$ cat config.mk
export PLATFORM = sky130hd
export DESIGN_NAME = idau_top
export DESIGN_NICKNAME = d
export VERILOG_FILES = /design/src/idau_pkg.sv /design/src/idau_ptr_arith.sv /design/src/idau_top.sv
export VERILOG_INCLUDE_DIRS = /design/src /design/src/src
export SDC_FILE = /design/constraint.sdc
export NUM_CORES = 1
export LEC_CHECK = 0
export BUFFER_PORTS_ARGS = -buffer_cell sky130_fd_sc_hd__buf_2
export CELL_PAD_IN_SITES_DETAIL_PLACEMENT = 1
export CELL_PAD_IN_SITES_GLOBAL_PLACEMENT = 1
export CORE_MARGIN = 10
export CORE_UTILIZATION = 46
export DETAILED_ROUTE_END_ITERATION = 12
export HOLD_SLACK_MARGIN = 0.15
export PLACE_DENSITY = 0.92
export SETUP_SLACK_MARGIN = 0.02
export SYNTH_ARGS = -nofsm -noshare
export SYNTH_HDL_FRONTEND = slang
export SYNTH_SLANG_ARGS = --single-unit
$ cat constraint.sdc
create_clock -name clk_sys_i -period 3.4 [get_ports clk_sys_i]
set_input_delay 0.34 -clock clk_sys_i [delete_from_list [all_inputs] [get_ports clk_sys_i]]
set_output_delay 0.34 -clock clk_sys_i [all_outputs]
set_load 0.02 [all_outputs]
$ cat src/idau_regs.svh
// Address map and constants of the indirect data address unit
`ifndef IDAU_REGS_SVH
`define IDAU_REGS_SVH

// Data space geometry
`define IDAU_ADDR_W        12
`define IDAU_DATA_W        8
`define IDAU_NUM_PTR       3
`define IDAU_WIN_SPAN      3'h4

// Pointer byte registers in the data space
`define IDAU_PTR0_LO       12'hFE9
`define IDAU_PTR0_HI       12'hFEA
`define IDAU_PTR1_LO       12'hFE1
`define IDAU_PTR1_HI       12'hFE2
`define IDAU_PTR2_LO       12'hFD9
`define IDAU_PTR2_HI       12'hFDA

// First of the five window locations of each pointer
`define IDAU_WIN0_BASE     12'hFEB
`define IDAU_WIN1_BASE     12'hFE3
`define IDAU_WIN2_BASE     12'hFDB

// Reset value of every pointer
`define IDAU_PTR_RST       12'h000

// Implemented bits of the high pointer byte
`define IDAU_HI_BITS       4

`endif

$ cat src/idau_pkg.sv
// Types shared by the indirect data address unit
package idau_pkg;

  // Side effect chosen by the window location; code equals offset from window base
  typedef enum logic [2:0] {
    IDAU_MODE_INDEXED = 3'b000,
    IDAU_MODE_PREINC  = 3'b001,
    IDAU_MODE_POSTDEC = 3'b010,
    IDAU_MODE_POSTINC = 3'b011,
    IDAU_MODE_PLAIN   = 3'b100
  } idau_mode_t;

  // Where a resolved access lands
  typedef enum logic [1:0] {
    IDAU_KIND_RAM  = 2'b00,
    IDAU_KIND_PTR  = 2'b01,
    IDAU_KIND_SELF = 2'b10
  } idau_kind_t;

  // Access request from the execution logic
  typedef struct packed {
    logic        write;
    logic [11:0] addr;
    logic [7:0]  wdata;
    logic [7:0]  working_register;
  } idau_req_t;

  // Access toward data RAM
  typedef struct packed {
    logic        req;
    logic        we;
    logic [11:0] addr;
    logic [7:0]  wdata;
  } idau_ram_t;

  // Result of decoding an address against the window locations
  typedef struct packed {
    logic       hit;
    logic [1:0] idx;
    idau_mode_t mode;
  } idau_win_t;

endpackage

$ cat src/idau_ptr_arith.sv
// Address and next-pointer arithmetic for one pointer
`timescale 1ns/1ps
`default_nettype none

module idau_ptr_arith #(
  parameter int AW = 12
) (
  input  wire logic [AW-1:0]         ptr_i,
  input  wire idau_pkg::idau_mode_t  mode_i,
  input  wire logic [7:0]            working_register_i,
  output logic      [AW-1:0]         addr_o,
  output logic      [AW-1:0]         nxt_ptr_o
);

  logic [AW-1:0] ptr_inc;
  logic [AW-1:0] ptr_dec;
  logic [AW-1:0] working_register_sx;

  // Full-width arithmetic so low-byte carry and borrow reach the high byte
  assign ptr_inc = ptr_i + {{(AW-1){1'b0}}, 1'b1}; // RULE12
  assign ptr_dec = ptr_i - {{(AW-1){1'b0}}, 1'b1}; // RULE12
  // Signed working register, sum wraps in the address space
  assign working_register_sx = {{(AW-8){working_register_i[7]}}, working_register_i}; // RULE14

  // Access address and pointer after the access for each mode
  always_comb begin
    addr_o    = ptr_i;
    nxt_ptr_o = ptr_i;
    unique case (mode_i)
      idau_pkg::IDAU_MODE_PLAIN: begin
        addr_o    = ptr_i; // RULE6
        nxt_ptr_o = ptr_i;
      end
      idau_pkg::IDAU_MODE_POSTDEC: begin
        addr_o    = ptr_i; // RULE7
        nxt_ptr_o = ptr_dec;
      end
      idau_pkg::IDAU_MODE_POSTINC: begin
        addr_o    = ptr_i; // RULE8
        nxt_ptr_o = ptr_inc;
      end
      idau_pkg::IDAU_MODE_PREINC: begin
        addr_o    = ptr_inc; // RULE9
        nxt_ptr_o = ptr_inc;
      end
      idau_pkg::IDAU_MODE_INDEXED: begin
        addr_o    = ptr_i + working_register_sx; // RULE10
        nxt_ptr_o = ptr_i;
      end
      default: begin
        addr_o    = ptr_i;
        nxt_ptr_o = ptr_i;
      end
    endcase
  end

endmodule

`default_nettype wire

$ cat src/idau_top.sv
// Indirect data address unit: three pointers and their window locations
`timescale 1ns/1ps
`default_nettype none
`include "idau_regs.svh"

// Functional notes
// RULE1 - Three 12-bit pointers, high and low bytes
// RULE2 - Window access reaches RAM at pointer address
// RULE3 - Indirect read of a window returns zero
// RULE4 - Indirect write to a window is discarded
// RULE5 - Five window locations select pointer side effect
// RULE6 - Plain window leaves pointer unchanged
// RULE7 - Post-decrement: use pointer, then subtract one
// RULE8 - Post-increment: use pointer, then add one
// RULE9 - Pre-increment: add one, then use pointer
// RULE10 - Indexed: pointer plus signed working register
// RULE11 - Pointer stepping never touches status flags
// RULE12 - Stepping spans all twelve pointer bits
// RULE13 - Write to own pointer byte beats stepping
// RULE14 - Index sign-extended, wraps modulo 4096
// RULE15 - Pointer bytes directly accessible, high nibble zero
module idau_top (
  input  wire logic                clk_sys_i,
  input  wire logic                resetn_i,
  input  wire logic                req_valid_i,
  input  wire idau_pkg::idau_req_t req_i,
  output idau_pkg::idau_ram_t      ram_o,
  input  wire logic [7:0]          ram_rdata_i,
  output logic                     rsp_valid_o,
  output logic [7:0]               rsp_data_o,
  output logic                     rsp_zero_o,
  output logic                     rsp_nop_o
);

  localparam int NP = `IDAU_NUM_PTR;
  localparam int AW = `IDAU_ADDR_W;
  localparam int HB = `IDAU_HI_BITS;

  logic                       rst_meta_ff;
  logic                       rst_n_ff;
  logic [AW-1:0]              ptr_ff [NP];
  logic [AW-1:0]              nxt_ptr [NP];
  logic [AW-1:0]              step_ptr [NP];
  logic [AW-1:0]              win_addr [NP];
  idau_pkg::idau_win_t        req_win;
  idau_pkg::idau_win_t        eff_win;
  logic [AW-1:0]              eff_addr;
  logic                       tgt_ptr_hit;
  logic [1:0]                 tgt_ptr_idx;
  logic                       tgt_hi;
  idau_pkg::idau_kind_t       kind;
  logic [7:0]                 local_data;
  idau_pkg::idau_ram_t        ram_ff;
  logic                       s1_valid_ff;
  logic                       s1_write_ff;
  idau_pkg::idau_kind_t       s1_kind_ff;
  logic [7:0]                 s1_data_ff;
  logic                       s2_valid_ff;
  logic                       s2_write_ff;
  idau_pkg::idau_kind_t       s2_kind_ff;
  logic [7:0]                 s2_data_ff;
  logic                       rsp_valid_ff;
  logic [7:0]                 rsp_data_ff;
  logic                       rsp_zero_ff;
  logic                       rsp_nop_ff;

  // First window location of pointer n
  function automatic logic [AW-1:0] win_base(input int n);
    unique case (n)
      0:       win_base = `IDAU_WIN0_BASE;
      1:       win_base = `IDAU_WIN1_BASE;
      default: win_base = `IDAU_WIN2_BASE;
    endcase
  endfunction

  // Data-space address of a pointer byte
  function automatic logic [AW-1:0] ptr_addr(input int n, input logic hi);
    unique case (n)
      0:       ptr_addr = hi ? `IDAU_PTR0_HI : `IDAU_PTR0_LO;
      1:       ptr_addr = hi ? `IDAU_PTR1_HI : `IDAU_PTR1_LO;
      default: ptr_addr = hi ? `IDAU_PTR2_HI : `IDAU_PTR2_LO;
    endcase
  endfunction

  // Which pointer and side effect, if any, an address selects
  function automatic idau_pkg::idau_win_t win_decode(input logic [AW-1:0] a);
    idau_pkg::idau_win_t w;
    logic [AW-1:0]       off;
    w = '0;
    for (int n = 0; n < NP; n++) begin
      off = a - win_base(n);
      if (off <= {{(AW-3){1'b0}}, `IDAU_WIN_SPAN}) begin
        w.hit  = 1'b1; // RULE5
        w.idx  = 2'(n);
        w.mode = idau_pkg::idau_mode_t'(off[2:0]);
      end
    end
    return w;
  endfunction

  // Reset release through two flops; the async edge only loads constants
  always_ff @(posedge clk_sys_i or negedge resetn_i) begin
    if (!resetn_i) begin
      rst_meta_ff <= 1'b0;
      rst_n_ff    <= 1'b0;
    end else begin
      rst_meta_ff <= 1'b1;
      rst_n_ff    <= rst_meta_ff;
    end
  end

  // One arithmetic slice per pointer
  for (genvar g = 0; g < NP; g++) begin : g_ptr
    idau_ptr_arith #(
      .AW (AW)
    ) u_arith (
      .ptr_i     (ptr_ff[g]),
      .mode_i    (req_win.mode),
      .working_register_i    (req_i.working_register),
      .addr_o    (win_addr[g]),
      .nxt_ptr_o (step_ptr[g])
    );
  end

  // Resolve the request into a final target
  always_comb begin
    req_win     = win_decode(req_i.addr);
    eff_addr    = req_win.hit ? win_addr[req_win.idx] : req_i.addr; // RULE2
    eff_win     = win_decode(eff_addr);
    tgt_ptr_hit = 1'b0;
    tgt_ptr_idx = 2'h0;
    tgt_hi      = 1'b0;
    for (int n = 0; n < NP; n++) begin
      if (eff_addr == ptr_addr(n, 1'b0) || eff_addr == ptr_addr(n, 1'b1)) begin
        tgt_ptr_hit = 1'b1; // RULE15
        tgt_ptr_idx = 2'(n);
        tgt_hi      = (eff_addr == ptr_addr(n, 1'b1));
      end
    end
    // A window can only be the final target when reached through a pointer
    if (eff_win.hit) begin
      kind = idau_pkg::IDAU_KIND_SELF; // RULE3 RULE4
    end else if (tgt_ptr_hit) begin
      kind = idau_pkg::IDAU_KIND_PTR;
    end else begin
      kind = idau_pkg::IDAU_KIND_RAM;
    end
    // Upper nibble of the high byte reads zero
    local_data = 8'h00;
    if (kind == idau_pkg::IDAU_KIND_PTR) begin
      local_data = tgt_hi ? {{(8-HB){1'b0}}, ptr_ff[tgt_ptr_idx][AW-1:8]}
                          : ptr_ff[tgt_ptr_idx][7:0]; // RULE15
    end
  end

  // Next pointer values: stepping first, then a byte write overrides it
  always_comb begin
    for (int n = 0; n < NP; n++) begin
      nxt_ptr[n] = ptr_ff[n];
      if (req_valid_i && req_win.hit && req_win.idx == 2'(n)) begin
        nxt_ptr[n] = step_ptr[n]; // RULE11
      end
      if (req_valid_i && req_i.write && kind == idau_pkg::IDAU_KIND_PTR
          && tgt_ptr_idx == 2'(n)) begin
        // The written byte wins; the other byte keeps its pre-access value
        nxt_ptr[n] = tgt_hi ? {req_i.wdata[HB-1:0], ptr_ff[n][7:0]}
                            : {ptr_ff[n][AW-1:8], req_i.wdata}; // RULE13
      end
    end
  end

  // Pointer storage, cleared at reset
  always_ff @(posedge clk_sys_i or negedge rst_n_ff) begin
    if (!rst_n_ff) begin
      for (int n = 0; n < NP; n++) begin
        ptr_ff[n] <= `IDAU_PTR_RST; // RULE1
      end
    end else begin
      for (int n = 0; n < NP; n++) begin
        ptr_ff[n] <= nxt_ptr[n]; // RULE1 RULE12
      end
    end
  end

  // RAM access stage; self-target and pointer accesses never reach RAM
  always_ff @(posedge clk_sys_i or negedge rst_n_ff) begin
    if (!rst_n_ff) begin
      ram_ff <= '0;
    end else begin
      ram_ff.req   <= req_valid_i && (kind == idau_pkg::IDAU_KIND_RAM); // RULE2 RULE4
      ram_ff.we    <= req_valid_i && req_i.write && (kind == idau_pkg::IDAU_KIND_RAM);
      ram_ff.addr  <= eff_addr; // RULE2
      ram_ff.wdata <= req_i.wdata;
    end
  end

  // Pipeline carrying the kind and local data past the RAM latency
  always_ff @(posedge clk_sys_i or negedge rst_n_ff) begin
    if (!rst_n_ff) begin
      s1_valid_ff <= 1'b0;
      s1_write_ff <= 1'b0;
      s1_kind_ff  <= idau_pkg::IDAU_KIND_RAM;
      s1_data_ff  <= 8'h00;
      s2_valid_ff <= 1'b0;
      s2_write_ff <= 1'b0;
      s2_kind_ff  <= idau_pkg::IDAU_KIND_RAM;
      s2_data_ff  <= 8'h00;
    end else begin
      s1_valid_ff <= req_valid_i;
      s1_write_ff <= req_i.write;
      s1_kind_ff  <= kind;
      s1_data_ff  <= local_data;
      s2_valid_ff <= s1_valid_ff;
      s2_write_ff <= s1_write_ff;
      s2_kind_ff  <= s1_kind_ff;
      s2_data_ff  <= s1_data_ff;
    end
  end

  // Response; only a self-target read raises the zero indication
  always_ff @(posedge clk_sys_i or negedge rst_n_ff) begin
    if (!rst_n_ff) begin
      rsp_valid_ff <= 1'b0;
      rsp_data_ff  <= 8'h00;
      rsp_zero_ff  <= 1'b0;
      rsp_nop_ff   <= 1'b0;
    end else begin
      rsp_valid_ff <= s2_valid_ff;
      rsp_data_ff  <= (s2_kind_ff == idau_pkg::IDAU_KIND_RAM) ? ram_rdata_i
                                                             : s2_data_ff; // RULE3
      rsp_zero_ff  <= s2_valid_ff && !s2_write_ff
                      && (s2_kind_ff == idau_pkg::IDAU_KIND_SELF); // RULE3
      rsp_nop_ff   <= s2_valid_ff && s2_write_ff
                      && (s2_kind_ff == idau_pkg::IDAU_KIND_SELF); // RULE4
    end
  end

  assign ram_o       = ram_ff;
  assign rsp_valid_o = rsp_valid_ff;
  assign rsp_data_o  = rsp_data_ff;
  assign rsp_zero_o  = rsp_zero_ff;
  assign rsp_nop_o   = rsp_nop_ff;

endmodule

`default_nettype wire

==> out/metrics.cfg, run 1 <==
[outcome]
status = did not finish
haltStage = 5_1_grt
error_message = [ERROR GRT-0232] Routing congestion too high. Check the congestion heatmap in the GUI.

[clocking]
clock_sinks = 95
numCtsBuffers = 9
htree_num_levels = 3
clockBufferDepth = 2
cts_root_buf = clkbuf_16

[yosys]
synth_common_cells = 98 x nor2_1, 95 x dfrtp_1, 91 x nand2_1
syn_area_per_cell_um2 = 8.037
synth_area_leaders = dfrtp_1 28%, ha_1 5.9%, nor2_1 4.4%, nand2_1 4.0%, a21oi_1 4.0%
synth_area_um2 = 8439
synth_cell_types = 93
yosysWarnings = 0
post-synth-top-count-cell = nor2_1
synth_ff_type = dfrtp_1
synth_fp_nets = 1133
synthCells = 1050
yosys.area.top_type = dfrtp_1
synth_edf_count = 0
yosysSeqAreaShare = 0.2817
yosys_register_bits = 95
netlist.area_leader.share = 0.2817
ys_async_sr_fraction = 1.000

[floorplan]
io_pins = 73
fp-row-count = 49
die_y_um = 155.5
initial_core_util = 0.4682
die_w_um = 155.5

[placed_design]
portBuffers = 72
place_hpwl_um = 36540
place_congestion = 1.159
post-place-cells = 1580
placed_area_um2 = 11130

[timing]
endpoint_type = sequential cell input
grt-worst-endpoint = ptr_ff[8]$_DFFE_PN0P_/D

[global_route]
grt_max_degree = 72
grt-ovfl-total = 883
grt_usage = 0.8507

through the flow:
stage                     setup WS, ps  TNS [ps]  hold WS [ps]
after CTS                       -601.4    -23800         191.2
after detailed placement         -1083    -44230         127.9
after global placement          -821.9    -29720         125.2
after floorplan                 -443.1    -16170         44.41
layer usage:
layer / global-route usage / GRT overflow
met1: 0.7995 / 20
met2: 1.012 / 586
met3: 0.7378 / 16
met4: 0.9225 / 260
met5: 0.3261 / 1
timing repair:
action | CTS
gates resized for setup | 176
hold buffers | 4
hold endpoints to repair | 5
setup buffers | 33
setup endpoints to repair | 50
pin swaps | 64
gates cloned | 2
cells by family after synthesis:
| kind of cell | synth area share |
|---|---|
| compound gates | 0.2848 |
| xor+xnor | 0.04255 |
| fa+ha+maj | 0.06642 |
| buf+inv | 0.05545 |
| flops | 0.2817 |
| mux | 0.03365 |
| other cells | 0.0004443 |
| simple gates | 0.2350 |
==> run 2, diff against run 1 <==
CELL_PAD_IN_SITES_DETAIL_PLACEMENT = default   (was 1)
CELL_PAD_IN_SITES_GLOBAL_PLACEMENT = default   (was 1)
CORE_UTILIZATION = 40   (was 46)
HOLD_SLACK_MARGIN = default   (was 0.15)
PLACE_DENSITY = default   (was 0.92)
PLACE_DENSITY_LB_ADDON = 0.15   (was default)
SETUP_SLACK_MARGIN = default   (was 0.02)
==> run 2 against run 1 <==
  * The flow now finishes, with violations (setup timing)
  * Synthesized cell count stayed put
  * Area after synthesis did not move
==> out/metrics.cfg, run 2 <==
[global_route]
grt_max_degree = 58
grt_usage = 0.2704
grt_pass1_wl_um = 56300
grt_pass1_vias = 9784
use_met2 = 0.4410
grt_most_used_layer = met2
met1_usage = 0.3462
grt-ovfl-total = 0
antenna_found_initial = 1
grtUsageMet3 = 0.04685

[detailed_routing]
antenna_left = 0
drc = 0
via_count = 10058
drtPass1Iterations = 5
drt_iter0_markers = 997
vias_per_cell = 6.026
finalWirelength_um = 37890
wl_per_cell_um = 22.70

[clocking]
clockBufferDepth = 2  ; unchanged
clk-insertion-delay-late_ps = 350
cts_root_buf = clkbuf_16
clk_transition_reported_paths_ps = 80
clock_sinks = 95  ; unchanged
numCtsBuffers = 9  ; unchanged
htree_num_levels = 3  ; unchanged
cts_tree = done

[layout]
stdcell_area_um2 = 12340
layout_commonest_cell = buf_4
multi_input_area_um2 = 6241
area_delta_synth_final_pct = 46.27
final_util = 0.5910
diodes = 0
fin_cells = 1669
ff_latch_area_um2 = 2387
largest_reg_flops = 36
num-fill-cells = 1935
final_layout_size_suffix_gt1_frac = 0.4103
largest-register = ptr_ff
nets = 1472
final_cell_mix = 305 x buf_4, 91 x nand2_1, 89 x dfrtp_1

[floorplan]
initial_core_util = 0.4040  ; -0.06419
die_y_um = 165.3  ; +6.3%
die-area_um2 = 27310
coreArea_um2 = 20890
io_pins = 73  ; unchanged
fp-row-count = 53  ; +8.2%
die_w_um = 165.3  ; +6.3%

[yosys]
yosys.area.top_type = dfrtp_1
synth_edf_count = 0  ; unchanged
yosysWarnings = 0  ; unchanged
post-synth-top-count-cell = nor2_1
yosys_register_bits = 95  ; unchanged
netlist.area_leader.share = 0.2817  ; unchanged
yosysSeqAreaShare = 0.2817  ; unchanged
synth_ff_type = dfrtp_1
synth_common_cells = 98 x nor2_1, 95 x dfrtp_1, 91 x nand2_1
synthCells = 1050  ; unchanged
syn_area_per_cell_um2 = 8.037  ; unchanged
synth_cell_types = 93  ; unchanged
synth_fp_nets = 1133  ; unchanged
ys_async_sr_fraction = 1.000  ; unchanged
synth_area_leaders = dfrtp_1 28%, ha_1 5.9%, nor2_1 4.4%, nand2_1 4.0%, a21oi_1 4.0%
synth_area_um2 = 8439  ; unchanged

[critical_path]
crit_chain = ha_4 > fa_1 > a21o_1 > a22oi_2 > a21boi_1 > xnor2_1 > o211ai_1 > and4_1 > o2111ai_2 > nor3_4 > buf_6 > buf_6 > nand4_4 > or2_4 > a31oi_1 > o21ai_1
slowest_stage = dfrtp_2
critPathCaptureType = flop
r2r_slack_ps = -460
max_stage_delay_ps = 460
arrival_ps = 4100
critPathLaunchType = flop
crit_path_frequent_cell = buf_6
crit_type = reg -> reg
cp_max_fo = 7
timing.rr.start = ptr_ff[12]$_DFFE_PN0P_
crit_required_ps = 3630
r2r-end = ptr_ff[23]$_DFFE_PN0P_
reg2reg_depth = 16

[hold_path]
min_from = req_i[28]
min_to = s1_write_ff$_DFF_PN0_
hold_depth = 1
hp-class = in -> reg

[power_and_ir_drop]
vdd_drop_max_mv = 0.2398
p_leak_nw = 5.704
power.density_nw_per_um2 = 254.4

[outcome]
status = finished, violations left
violations = setup timing

[timing]
hold_viol_final = 0
fmax_ghz = 0.2590
period_minus_slack_ps = 3861
setup_slack_ps = -460.8
finalMaxSlewViolations = 0
finClkSkew_ps = 8.924
fin_crit_sh = 1.136
rsz0062_at_grt = true
slew_headroom = 0.5012
worst_slew_pin_slew_ps = 748.1
finalSetupViolations = 48
fin_setup_tns_ps = -15780

[placed_design]
post-place-cells = 1633  ; +3.4%
placed_area_um2 = 11210  ; +0.76%
place_hpwl_um = 29940  ; -18%
portBuffers = 72  ; unchanged
dp_worst_setup_slack_ps = -803.4  ; +279.9 ps
place_congestion = 1.031  ; -11%

[run]
cap_violations = 0

## run 2: cell counts after synthesis
Identical to the previous run, type by type.
## run 2: area by class of cell
cell class | instances | area share
Tap cell | 275 | 0.02787
Sequential cell | 95 | 0.1934
Inverter | 39 | 0.01186
Clock buffer | 9 | 0.01824
Multi-Input combinational cell | 845 | 0.5056
Clock inverter | 7 | 0.006994
Timing Repair Buffer | 399 | 0.2361
## run 2: worst max-delay path by stage
stage                            from                      to  slack, ps  cells past startpoint
3_3_place_gp                req_i[25]  ptr_ff[18]$_DFFE_PN0P_       -800                     13
3_5_place_dp                req_i[25]   ptr_ff[8]$_DFFE_PN0P_       -800                     15
4_1_cts         ptr_ff[0]$_DFFE_PN0P_  ptr_ff[23]$_DFFE_PN0P_       -360                     17
2_1_floorplan               req_i[16]  ptr_ff[23]$_DFFE_PN0P_       -440                     16
6_report       ptr_ff[12]$_DFFE_PN0P_  ptr_ff[23]$_DFFE_PN0P_       -460                     16
5_1_grt         ptr_ff[0]$_DFFE_PN0P_  ptr_ff[16]$_DFFE_PN0P_       -580                     17
## run 2: timing repair
| action | CTS | global route |
|---|---|---|
| resized for setup | 99 | 66 |
| setup endpoints to repair | 48 | 48 |
| cloned | 2 | 0 |
| hold endpoints to repair | 2 | 0 |
| hold buffers | 1 | 0 |
| setup buffers | 12 | 5 |
| pin swaps | 30 | 30 |
## run 2: worst max-delay path, delay by kind of cell (launching register included)
kind,cells,cell delay (ps)
AND/OR/NAND/NOR,4,1110
adder cells (fa/ha/maj),2,560
flip-flops,1,460
buffers and inverters,2,250
AO/OA/AOI/OAI,7,1200
XOR/XNOR,1,150
## run 2: cells by family (layout without fill, tap and decap cells)
| group | after synthesis | count (layout) | share of synthesized area |
|---|---|---|---|
| buffers and inverters | 111 | 454 | 0.05545 |
| AND/OR/NAND/NOR | 383 | 384 | 0.2350 |
| XOR/XNOR | 41 | 41 | 0.04255 |
| AO/OA/AOI/OAI | 349 | 349 | 0.2848 |
| multiplexers | 27 | 27 | 0.03365 |
| flip-flops | 95 | 95 | 0.2817 |
| other | 1 | 1 | 0.0004443 |
| adder cells (fa/ha/maj) | 43 | 43 | 0.06642 |
## run 2: stage by stage
stage,total power [mW],hold WS (ps)
2_1_floorplan,1.635,44.41
3_5_place_dp,2.042,127.0
3_3_place_gp,2.041,126.3
5_1_grt,3.279,119.6
4_1_cts,3.131,114.2
6_report,3.140,122.1
## run 2: layer usage
metal | vias to the layer above | wire [µm]
met1 | 4847 | 15350
met2 | 468 | 17370
met3 | 104 | 3286
li1 | 4639 | -
met4 | 0 | 1881
met5 | - | 0
## run 2: power by group
group          total [mW]  leakage [nW]  internal [mW]  switching, mW
Clock                1.05         0.151          0.528          0.520
Sequential           1.20          1.21           1.16         0.0366
Combinational       0.894          4.34          0.388          0.505
Power figures use the tool's default switching activity.
==> run 3, diff against run 2 <==
ABC_AREA = 1   (was default)
==> run 3 against run 2 <==
  * The run still ends with setup timing left
  * Utilization rose by 4.9 points
  * Clock-buffer cell count rose by 1
  * Combinational power fell by 21%
  * Register-to-register slack got worse by 30 ps
  * Sequential power barely moved
  * Global-route usage rose by 0.62 points
  * Worst hold slack improved by 14 ps
  * Power fell by 6.9%
==> out/metrics.cfg, run 3 <==
[outcome]
status = finished, violations left
violations = setup timing

[hold_path]
hp-class = in -> reg

[floorplan]
die_y_um = 175.6  ; +6.2%
io_pins = 73  ; unchanged
fp-row-count = 56  ; +5.7%
die-area_um2 = 30820  ; +13%
initial_core_util = 0.4099  ; +0.005906
coreArea_um2 = 23610  ; +13%
die_w_um = 175.6  ; +6.2%

[placed_design]
place_hpwl_um = 35350  ; +18%
portBuffers = 72  ; unchanged
post-place-cells = 2197  ; +35%
dp_worst_setup_slack_ps = -858.8  ; -55.42 ps
place_congestion = 1.021  ; -0.97%
placed_area_um2 = 13030  ; +16%

[power_and_ir_drop]
total_power_mw = 2.922  ; -6.9%
power.density_nw_per_um2 = 193.3  ; -24%
vdd_drop_max_mv = 0.2463  ; +2.7%
p_leak_nw = 7.848  ; +38%

[yosys]
synth_common_cells = 378 x nand2_1, 156 x nand3_1, 154 x nor2_1
synth_ff_type = dfrtp_1
synth_fp_nets = 1575  ; +39%
synthCells = 1492  ; +42%
synth_edf_count = 0  ; unchanged
synth_cell_types = 60  ; -35%
yosys_register_bits = 95  ; unchanged
post-synth-top-count-cell = nand2_1
ys_async_sr_fraction = 1.000  ; unchanged
synth_area_leaders = dfrtp_1 25%, nand2_1 15%, nand3_1 8.1%, nor2_1 6.0%, xor2_1 6.0%
yosysSeqAreaShare = 0.2456  ; -0.03609
syn_area_per_cell_um2 = 6.487  ; -19%
netlist.area_leader.share = 0.2456  ; -0.03609
yosys.area.top_type = dfrtp_1
synth_area_um2 = 9679  ; +15%
yosysWarnings = 0  ; unchanged

[clocking]
clock_sinks = 95  ; unchanged
clk_transition_reported_paths_ps = 80  ; about the same
clk-insertion-delay-late_ps = 370  ; +20 ps
clockBufferDepth = 2  ; unchanged
htree_num_levels = 3  ; unchanged
cts_tree = done
cts_root_buf = clkbuf_16
numCtsBuffers = 9  ; unchanged

[critical_path]
cp.buffers_inverters = 5  ; +3
critPathCaptureType = flop
cp_top_family = simple AND/OR/NAND/NOR gates
crit_type = in -> reg
max_stage_delay_ps = 280  ; -180 ps
arrival_ps = 4200  ; +100 ps
crit_required_ps = 3710  ; +80 ps
slowest_stage = a21oi_4
r2r_slack_ps = -490  ; -30 ps
critPathLaunchType = input port
cp_max_fo = 6  ; -1
crit_path_frequent_cell = nand2_1

[layout]
layout_commonest_cell = buf_4
largest_reg_flops = 36  ; unchanged
area_delta_synth_final_pct = 56.17
nets = 2024  ; +38%
diodes = 0  ; unchanged
final_cell_mix = 367 x buf_4, 320 x nand2_1, 135 x inv_1
stdcell_area_um2 = 15120  ; +22%
fin_cells = 2265  ; +36%
final_util = 0.6402  ; +0.04920
final_layout_size_suffix_gt1_frac = 0.4168  ; +0.006422
largest-register = ptr_ff

[global_route]
grt_pass1_wl_um = 65720  ; +17%
grt_max_degree = 81  ; +40%
grt_pass1_vias = 11250  ; +15%
antenna_found_initial = 1  ; unchanged
grt-ovfl-total = 0  ; unchanged
grt_usage = 0.2766  ; +0.006233

[detailed_routing]
drt_iter0_markers = 1217  ; +22%
drc = 0  ; unchanged
via_count = 12011  ; +19%
wl_per_cell_um = 19.63  ; -14%
antenna_left = 0  ; unchanged
vias_per_cell = 5.303  ; -12%
finalWirelength_um = 44470  ; +17%
drtPass1Iterations = 5  ; unchanged

[timing]
finalSetupViolations = 45  ; -6.3%
hold_viol_final = 0  ; unchanged
fmax_ghz = 0.2571  ; -0.73%
fin_setup_tns_ps = -17160  ; -1383 ps
hold_slack_ps = 135.9  ; +13.80 ps
finalMaxSlewViolations = 0  ; unchanged
setup_slack_ps = -489.3  ; -28.52 ps
period_minus_slack_ps = 3889  ; +28.52 ps
finClkSkew_ps = 13.57  ; +4.644 ps
fin_crit_sh = 1.144  ; +0.008388
slew_headroom = 0.3193  ; -0.1820
worst_slew_pin_slew_ps = 1021  ; +272.9 ps
rsz0062_at_grt = true

[run]
cap_violations = 0  ; unchanged

-- run 3: cell count changes after synthesis, moves of 34 or more --
cell     previous run  this run
xor2_1             16        66
o22ai_1            37         3
nand2_1            91       378
nand3_1            26       156
inv_1              38       141
nor2_1             98       154
-- run 3: final timing paths --
path                       cells after the start               startpoint                      end
setup / recovery                              31                req_i[16]    ptr_ff[4]$_DFFE_PN0P_
hold / removal                                 1                req_i[12]       ram_o[4]$_DFF_PN0_
setup reg to reg                              25    ptr_ff[1]$_DFFE_PN0P_    ptr_ff[4]$_DFFE_PN0P_
hold reg to reg                                0  s1_data_ff[1]$_DFF_PN0_  s2_data_ff[1]$_DFF_PN0_
max in group asynchronous                      1       rst_n_ff$_DFF_PN0_   ptr_ff[29]$_DFFE_PN0P_
min in group asynchronous                      2                 resetn_i       rst_n_ff$_DFF_PN0_
-- run 3: layer usage --
metal	part of all wire	vias to the layer above	GRT usage
li1	-	5799	-
met1	0.43	5657	0.3649
met2	0.45	468	0.4365
met3	0.078	85	0.04782
met4	0.041	2	0.1180
met5	0.00029	-	0
-- run 3: kinds of logic (layout without fill, tap and decap cells) --
logic type / count (synthesis) / after routing / synth area share
AND/OR/NAND/NOR: 824 / 827 / 0.3896
AO/OA/AOI/OAI: 223 / 223 / 0.1303
buffers and inverters: 219 / 670 / 0.09527
flip-flops: 95 / 95 / 0.2456
XOR/XNOR: 78 / 78 / 0.07058
adder cells (fa/ha/maj): 43 / 43 / 0.05791
multiplexers: 9 / 9 / 0.01034
other: 1 / 1 / 0.0003874
-- run 3: worst register-to-register path: cells and delay by family, from the launching register on --
kind,cells,cell delay (ps)
xor gates and xnor gates,1,170
adders and majority gates,1,230
and+or+nand+nor,19,2220
buffers and inverters,3,470
DFF,1,440
AOI/OAI and AO/OA,1,280
-- run 3: final cells by class --
type / instances / area (µm²)
fillers: 2205 / 8497
multi-input cells: 1181 / 7488
repair buffers: 494 / 3905
flip-flops and latches: 95 / 2389
inverters: 160 / 633.1
well taps: 319 / 399.1
clock buffers: 10 / 239.0
clock inverters: 6 / 62.56
-- run 3: what timing repair did --
action | in CTS | in global routing
hold buffers | 1 | 0
endpoints found under the hold margin | 2 | 0
cloned | 4 | 5
setup buffers | 14 | 30
gates resized for setup | 180 | 169
endpoints found under the setup margin | 48 | 48
pin swaps | 72 | 71
-- run 3: report_power, final --
part / internal (mW) / switching (mW)
logic: 0.300 / 0.404
registers: 1.16 / 0.0255
clock network: 0.536 / 0.501
==> run 4, diff against run 3 <==
TNS_END_PERCENT = 10   (was default)
==> run 4 against run 3 <==
  * The run still ends with setup timing left
  * Sequential power hardly changed
  * Sequential share of layout area is 0.67 points higher
  * Worst hold slack worse by 0.80 ps
  * Non-clock buffer count fell by 17
  * Final cell count fell by 0.79%
  * Fmax grew 0.87%
  * Clock power hardly changed
==> out/metrics.cfg, run 4 (same netlist as run 3, synthesis figures left out) <==
[outcome]
status = finished, violations left
violations = setup timing

[clocking]
clock_sinks = 95  ; unchanged
cts_tree = done
clk-insertion-delay-late_ps = 370  ; about the same
htree_num_levels = 3  ; unchanged
clockBufferDepth = 2  ; unchanged
cts_root_buf = clkbuf_16
clk_transition_reported_paths_ps = 80  ; about the same
numCtsBuffers = 9  ; unchanged

[detailed_routing]
antenna_left = 0  ; unchanged
drt_iter0_markers = 1066  ; -12%
drtPass1Iterations = 6  ; +1
drc = 0  ; unchanged
wl_per_cell_um = 19.33  ; -1.5%
via_count = 11790  ; -1.8%
vias_per_cell = 5.247  ; -1.1%
finalWirelength_um = 43440  ; -2.3%

[timing]
hold_viol_final = 0  ; unchanged
finalSetupViolations = 46  ; +2.2%
finalMaxSlewViolations = 0  ; unchanged
fin_crit_sh = 1.134  ; -0.009831
worst_slew_pin_slew_ps = 1019  ; -1.735 ps
rsz0062_at_grt = true
fmax_ghz = 0.2593  ; +0.87%
finClkSkew_ps = 13.39  ; -0.1799 ps
period_minus_slack_ps = 3856  ; -33.43 ps
slew_headroom = 0.3204  ; +0.001156
setup_slack_ps = -455.9  ; +33.43 ps

[hold_path]
hold_depth = 1  ; unchanged
hp-class = in -> reg
min_from = req_i[12]
min_to = ram_o[4]$_DFF_PN0_

[power_and_ir_drop]
vdd_drop_max_mv = 0.2434  ; -1.2%
combPwrFrac = 0.236  ; -0.005
internal_power_mw = 1.983  ; -0.42%
clkPwrFrac = 0.358  ; +0.003
p_sw_frac = 0.3173  ; -0.001378
p_seq_frac = 0.407  ; +0.003
p_leak_nw = 7.646  ; -2.6%
p_sw_mw = 0.9213  ; -1.1%
power.density_nw_per_um2 = 200.4  ; +3.6%

[layout]
area_delta_synth_final_pct = 49.74
largest-register = ptr_ff
final_layout_size_suffix_gt1_frac = 0.3760  ; -0.04071
fin_cells = 2247  ; -0.79%
num-fill-cells = 2300  ; +4.3%
largest_reg_flops = 36  ; unchanged
final_util = 0.6138  ; -0.02634
layout_commonest_cell = buf_4
final_cell_mix = 372 x buf_4, 345 x nand2_1, 142 x nand3_1
diodes = 0  ; unchanged
nets = 2006  ; -0.89%

[floorplan]
die-area_um2 = 30820  ; unchanged
die_y_um = 175.6  ; unchanged
fp-row-count = 56  ; unchanged
initial_core_util = 0.4099  ; unchanged
io_pins = 73  ; unchanged
die_w_um = 175.6  ; unchanged
coreArea_um2 = 23610  ; unchanged

[critical_path]
reg2reg_depth = 23  ; -8.0%
timing.rr.start = ptr_ff[27]$_DFFE_PN0P_
crit_type = reg -> reg
critPathLaunchType = flop
cp_max_fo = 7  ; +1
r2r-end = ptr_ff[7]$_DFFE_PN0P_
r2r_slack_ps = -460  ; +30 ps
arrival_ps = 4160  ; -40 ps
slowest_stage = dfrtp_1
crit_required_ps = 3710  ; about the same
max_stage_delay_ps = 450  ; +170 ps
crit_chain = ha_1 > inv_1 > nor3_2 > a21o_1 > a31oi_2 > or2_2 > nand3_1 > o21ai_0 > o21ai_1 > buf_4 > o21ai_2 > nand2_2 > buf_12 > nor2_8 > nand3_1 > buf_4 > inv_1 > nor2_4 > nor2_2 > a21oi_4 > buf_4 > nand3_1 > nand2_1
critPathCaptureType = flop

[global_route]
grt_pass1_wl_um = 64700  ; -1.5%
grt_max_degree = 81  ; unchanged
grt_pass1_vias = 11016  ; -2.1%
grt-ovfl-total = 0  ; unchanged
grt_usage = 0.2724  ; -0.004272
antenna_found_initial = 0  ; -1

[run]
cap_violations = 0  ; unchanged

[placed_design]
post-place-cells = 2197  ; unchanged
place_hpwl_um = 35350  ; unchanged
dp_worst_setup_slack_ps = -858.8  ; unchanged
place_congestion = 1.021  ; unchanged
portBuffers = 72  ; unchanged

==> run 4: changes by cell type in the layout (fill, tap and decap cells not counted), sizes merged <==
cell    change
nand3       -1
clkbuf      +1
buf        -18
==> run 4: power by group through the flow <==
stage	Clock [mW]	Sequential, mW	Combinational (mW)
after floorplan	0	1.23	0.297
after global placement	0	1.20	0.624
after detailed placement	0	1.20	0.627
after CTS	1.05	1.18	0.643
after global routing	1.10	1.19	0.747
final	1.04	1.18	0.685
==> run 4: layer usage <==
layer	part of all wire	GRT usage
met1	0.44	0.3702
met2	0.45	0.4308
met3	0.078	0.03903
met4	0.033	0.09714
met5	0	0
==> run 4: worst max path at each step <==
stage	start	to	slack (ps)	cells past startpoint
finish	ptr_ff[27]$_DFFE_PN0P_	ptr_ff[7]$_DFFE_PN0P_	-460	23
global route	req_i[17]	ptr_ff[23]$_DFFE_PN0P_	-630	34
CTS	ptr_ff[24]$_DFFE_PN0P_	ptr_ff[30]$_DFFE_PN0P_	-380	26
detailed placement	req_i[16]	s1_data_ff[0]$_DFF_PN0_	-860	30
global placement	req_i[16]	ptr_ff[30]$_DFFE_PN0P_	-800	31
floorplan	req_i[16]	ptr_ff[26]$_DFFE_PN0P_	-7	27
==> run 4: what timing repair did <==
action / 4_1_cts / 5_1_grt
setup buffers: 8 / 16
resized for setup: 112 / 107
setup endpoints to repair: 48 / 48
hold buffers: 1 / 0
pin swaps: 48 / 38
endpoints found under the hold margin: 2 / 0
cloned: 3 / 6
==> run 4: cell type report <==
| type | instances | area, µm² | share of cell area |
|---|---|---|---|
| multi-input combinational | 1180 | 7108 | 0.4904 |
| inverter | 160 | 619.3 | 0.04273 |
| sequential | 95 | 2387 | 0.1647 |
| clock buffer | 10 | 239.0 | 0.01649 |
| timing repair buffer | 477 | 3679 | 0.2538 |
| tap | 319 | 399.1 | 0.02754 |
| clock inverter | 6 | 62.56 | 0.004316 |
==> run 4: worst max-delay path, delay by kind of cell, from the launching register on <==
kind | cells | cell delay [ps]
DFF | 1 | 450
adders and majority gates | 1 | 330
AOI/OAI and AO/OA | 6 | 880
buffers and inverters | 6 | 680
and+or+nand+nor | 10 | 1420
==> run 4: stage by stage <==
stage / hold WS [ps] / total power, mW / TNS (ps) / instance area, µm²
6_report: 135.1 / 2.904 / -16070 / 14490
5_1_grt: 121.5 / 3.031 / -25430 / 14490
4_1_cts: 107.9 / 2.879 / -14910 / 13840
3_5_place_dp: 129.3 / 1.832 / -35540 / 13030
3_3_place_gp: 126.9 / 1.829 / -33450 / 13030
2_1_floorplan: 44.41 / 1.526 / -42.04 / 9736
